[config.mk]
export PLATFORM = sky130hd
export DESIGN_NAME = sttl_frame_buf
export DESIGN_NICKNAME = d
export VERILOG_FILES = /design/src/sttl_frame_buf.sv
export SDC_FILE = /design/constraint.sdc
export NUM_CORES = 1
export LEC_CHECK = 0
export BUFFER_PORTS_ARGS = -buffer_cell sky130_fd_sc_hd__buf_2
export CAP_MARGIN = 20
export CORE_MARGIN = 2
export CORE_UTILIZATION = 65
export CTS_CLUSTER_DIAMETER = 50
export DETAILED_ROUTE_END_ITERATION = 8
export PLACE_DENSITY_LB_ADDON = 0.1
export SLEW_MARGIN = 15
export SYNTH_ARGS = -nofsm -noshare
export SYNTH_HDL_FRONTEND = slang
export SYNTH_SLANG_ARGS = --single-unit
[constraint.sdc]
create_clock -name clk_i -period 4.4 [get_ports clk_i]
set_input_delay 0.66 -clock clk_i [delete_from_list [all_inputs] [get_ports clk_i]]
set_output_delay 0.66 -clock clk_i [all_outputs]
set_load 0.05 [all_outputs]
[src/sttl_frame_buf.sv]
`default_nettype none

// One frame of slot words, one write and one read port.
module sttl_frame_buf #(
    parameter int DEPTH = 8,
    parameter int WIDTH = 64,
    parameter logic [WIDTH-1:0] INIT = '0
) (
    input wire logic clk_i,
    input wire logic rstn_i,
    input wire logic we_i,
    input wire logic [$clog2(DEPTH)-1:0] waddr_i,
    input wire logic [WIDTH-1:0] wdata_i,
    input wire logic [$clog2(DEPTH)-1:0] raddr_i,
    output logic [WIDTH-1:0] rdata_o
);

    typedef struct packed {
        logic [DEPTH-1:0][WIDTH-1:0] mem;
    } sttl_fb_state_t;

    localparam sttl_fb_state_t FB_RESET = {DEPTH{INIT}};

    if (DEPTH < 2 || WIDTH < 1) begin : g_bad_params
        $error("sttl_frame_buf: DEPTH must be at least 2 and WIDTH at least 1");
    end

    sttl_fb_state_t st_reg;
    sttl_fb_state_t st_next;

    always_comb begin
        st_next = st_reg;
        if (we_i) begin
            st_next.mem[waddr_i] = wdata_i;
        end
    end

    always_ff @(posedge clk_i) begin
        if (!rstn_i) begin
            st_reg <= FB_RESET;
        end else begin
            st_reg <= st_next;
        end
    end

    assign rdata_o = st_reg.mem[raddr_i];

endmodule : sttl_frame_buf

`default_nettype wire

==> metrics.yaml <==
rsz0062_at_grt: "false"
pin_count: 137
chipWidth_um: 193.8
ys_top_cells_by_count: "nand2_1 (1024), dfxtp_1 (512), a21boi_0 (455)"
die_h_um: 193.8
cp_data_arrival_time_ps: 2670
worstSetupPathType: "input pin to output pin"
yosys_warnings: 0
grt_pass1_wl_um: 97370
post_drt_wl_per_cell_um: 20.60
seqCellArea_sq_um: 10250
core_sq_um: 35480
hpwl_um: 32700
syn-cell-area_sq_um: 23420
drv_cap: 0
gp_congestion: 0.7575
cts_tree: "done"
largest_reg_flops: 512
dpl_worst_slack_ps: 1065
drc_errors: 0
grt_overflow: 0
grt_pass1_vias: 17920
synth_cells: 2527
post_cts_resized: 0
critPathSlowestCell: "mux4_1"
yosysTopAreaCell: "dfxtp_1"
worst_slack_ps: 1072
num_rows: 69
cp_max_fo: 43
worstHoldPathCells: 3
p_leak_nw: 9.052
synthArstFlopShare_pct: 0
antenna_found_initial: 8
syn-num-nets: 2600
min_path_type: "input pin to register"
rr_worst_depth: 2
max_clock_freq_mhz: 300.5
num_vias: 17930
start_kind: "input pin"
vias_per_cell: 6.006
crit_required_ps: 3740
yosysMostFrequentCell: "nand2_1"
period_share_pct: 75.63
reg2reg_from: "st_reg[341]"
cts_max_level: 2
maxSlewHeadroom_pct: 22.53
ant_nets: 0
hold_viol_final: 0
drt-total-wl_um: 61500
hp-start: "wdata_i[15]"
clk_pin_slew_ps: 60
clock-root-buffer: "clkbuf_16"
synthFlopType: "dfxtp_1"
die_area_sq_um: 37560
skew_ps: 0
start_util_pct: 66.00
synth.distinct_cells: 20
reg2reg_to: "st_reg[341]"
worst_hold_slack_ps: 377.7
tns_ps: 0
period_needed_ps: 3328
yosys-top-cells-area: "dfxtp_1 (44%), nand2_1 (16%), a21boi_0 (15%)"
cp_cell_sequence: "clkbuf_8, buf_4, mux4_1, mux2_2, buf_2"
outcome: "complete, no violations"
worstHoldEndpoint: "st_reg[271]"
yosys_register_bits: 512
cts_sinks: 512
fill_cells: 2669
setup_violations: 0
grt_util_all_layers_pct: 32.46
cts_buffer_depth: 3
grt_max_degree: 211
peakVddDrop_mv: 0.3793
powerDensity_nw_per_um2: 394.1
multiInputGateArea_sq_um: 11710
cpPeakStageDelay_ps: 610
nNetsFinal: 2553
io_buffers: 136
dr.pass1.iters: 5
syn2layout_area_growth_pct: 8.323
insertion_delay_ps: 590
reg2reg_slack_ps: 3670
end_kind: "output pin"
slew_viol_final: 0
postSynthAreaPerCell_sq_um: 9.268
cts_setup_buffers: 0
drt_iter0_drc: 1405
numCtsBuffers: 52
synth_edf_count: 0
drive_above_1_share_pct: 16.40
yosysSeqAreaShare_pct: 43.77
synth_top_area_share_pct: 43.77
ctsHoldBuffers: 0
final_util_pct: 71.50
tightest_slew_ps: 1162
-- layout by cell type, fill, tap and decap left out, types with 3 or more instances in the layout --
cell type / instances
nand2_1: 1024
dfxtp_1: 512
a21boi_0: 455
buf_2: 132
mux4_2: 83
mux2_2: 64
a21boi_1: 57
clkbuf_16: 53
mux4_1: 45
buf_4: 24
clkbuf_8: 15
clkinv_2: 11
buf_12: 10
clkbuf_1: 9
diode_2: 6
and4bb_4: 3
nand4bb_4: 3
and4b_4: 3
nand4b_1: 3
bufinv_16: 3
-- cell type report --
type / instances / area share [%]
diodes: 6 / 0.05918
clock buffers: 76 / 6.121
flip-flops and latches: 512 / 40.40
multi-input cells: 1744 / 46.17
clock inverters: 17 / 0.6658
well taps: 461 / 2.274
repair buffers: 170 / 4.306
-- per-stage QoR --
stage	cells	power, mW	instance area, sq um
5_1_grt	2985	10.28	25370
3_5_place_dp	2886	5.635	23620
3_3_place_gp	2886	5.614	23620
4_1_cts	2979	10.03	25340
6_report	2986	9.999	25370
2_1_floorplan	2527	5.458	23420
-- where the power goes --
| group | switching, mW | internal (mW) |
|---|---|---|
| logic | 0.475 | 0.285 |
| registers | 0.0479 | 4.73 |
| clock network | 1.84 | 2.61 |
| total | 2.37 | 7.63 |
-- worst max-delay path, delay by kind of cell --
kind,cells,cell delay [ps]
buffers and inverters,3,1100
muxes,2,890
-- worst max-delay path by stage --
stage / from / end
after floorplan: raddr_i[2] / rdata_o[35]
after global placement: raddr_i[0] / rdata_o[18]
after detailed placement: raddr_i[0] / rdata_o[20]
after CTS: raddr_i[0] / rdata_o[20]
after global routing: raddr_i[0] / rdata_o[11]
final: raddr_i[0] / rdata_o[12]
-- cell families after synthesis --
group	synth area share [%]
AND/OR/NAND/NOR	17.13
flip-flops	43.77
AO/OA/AOI/OAI	16.41
multiplexers	16.11
buffers and inverters	6.587
-- per-layer routing --
metal,GRT usage (%),wire length [um]
met5,0,7
met4,9.624,1185
met3,6.436,4657
met2,53.92,29670
met1,43.27,25990
(Power assumes the default switching activity.)
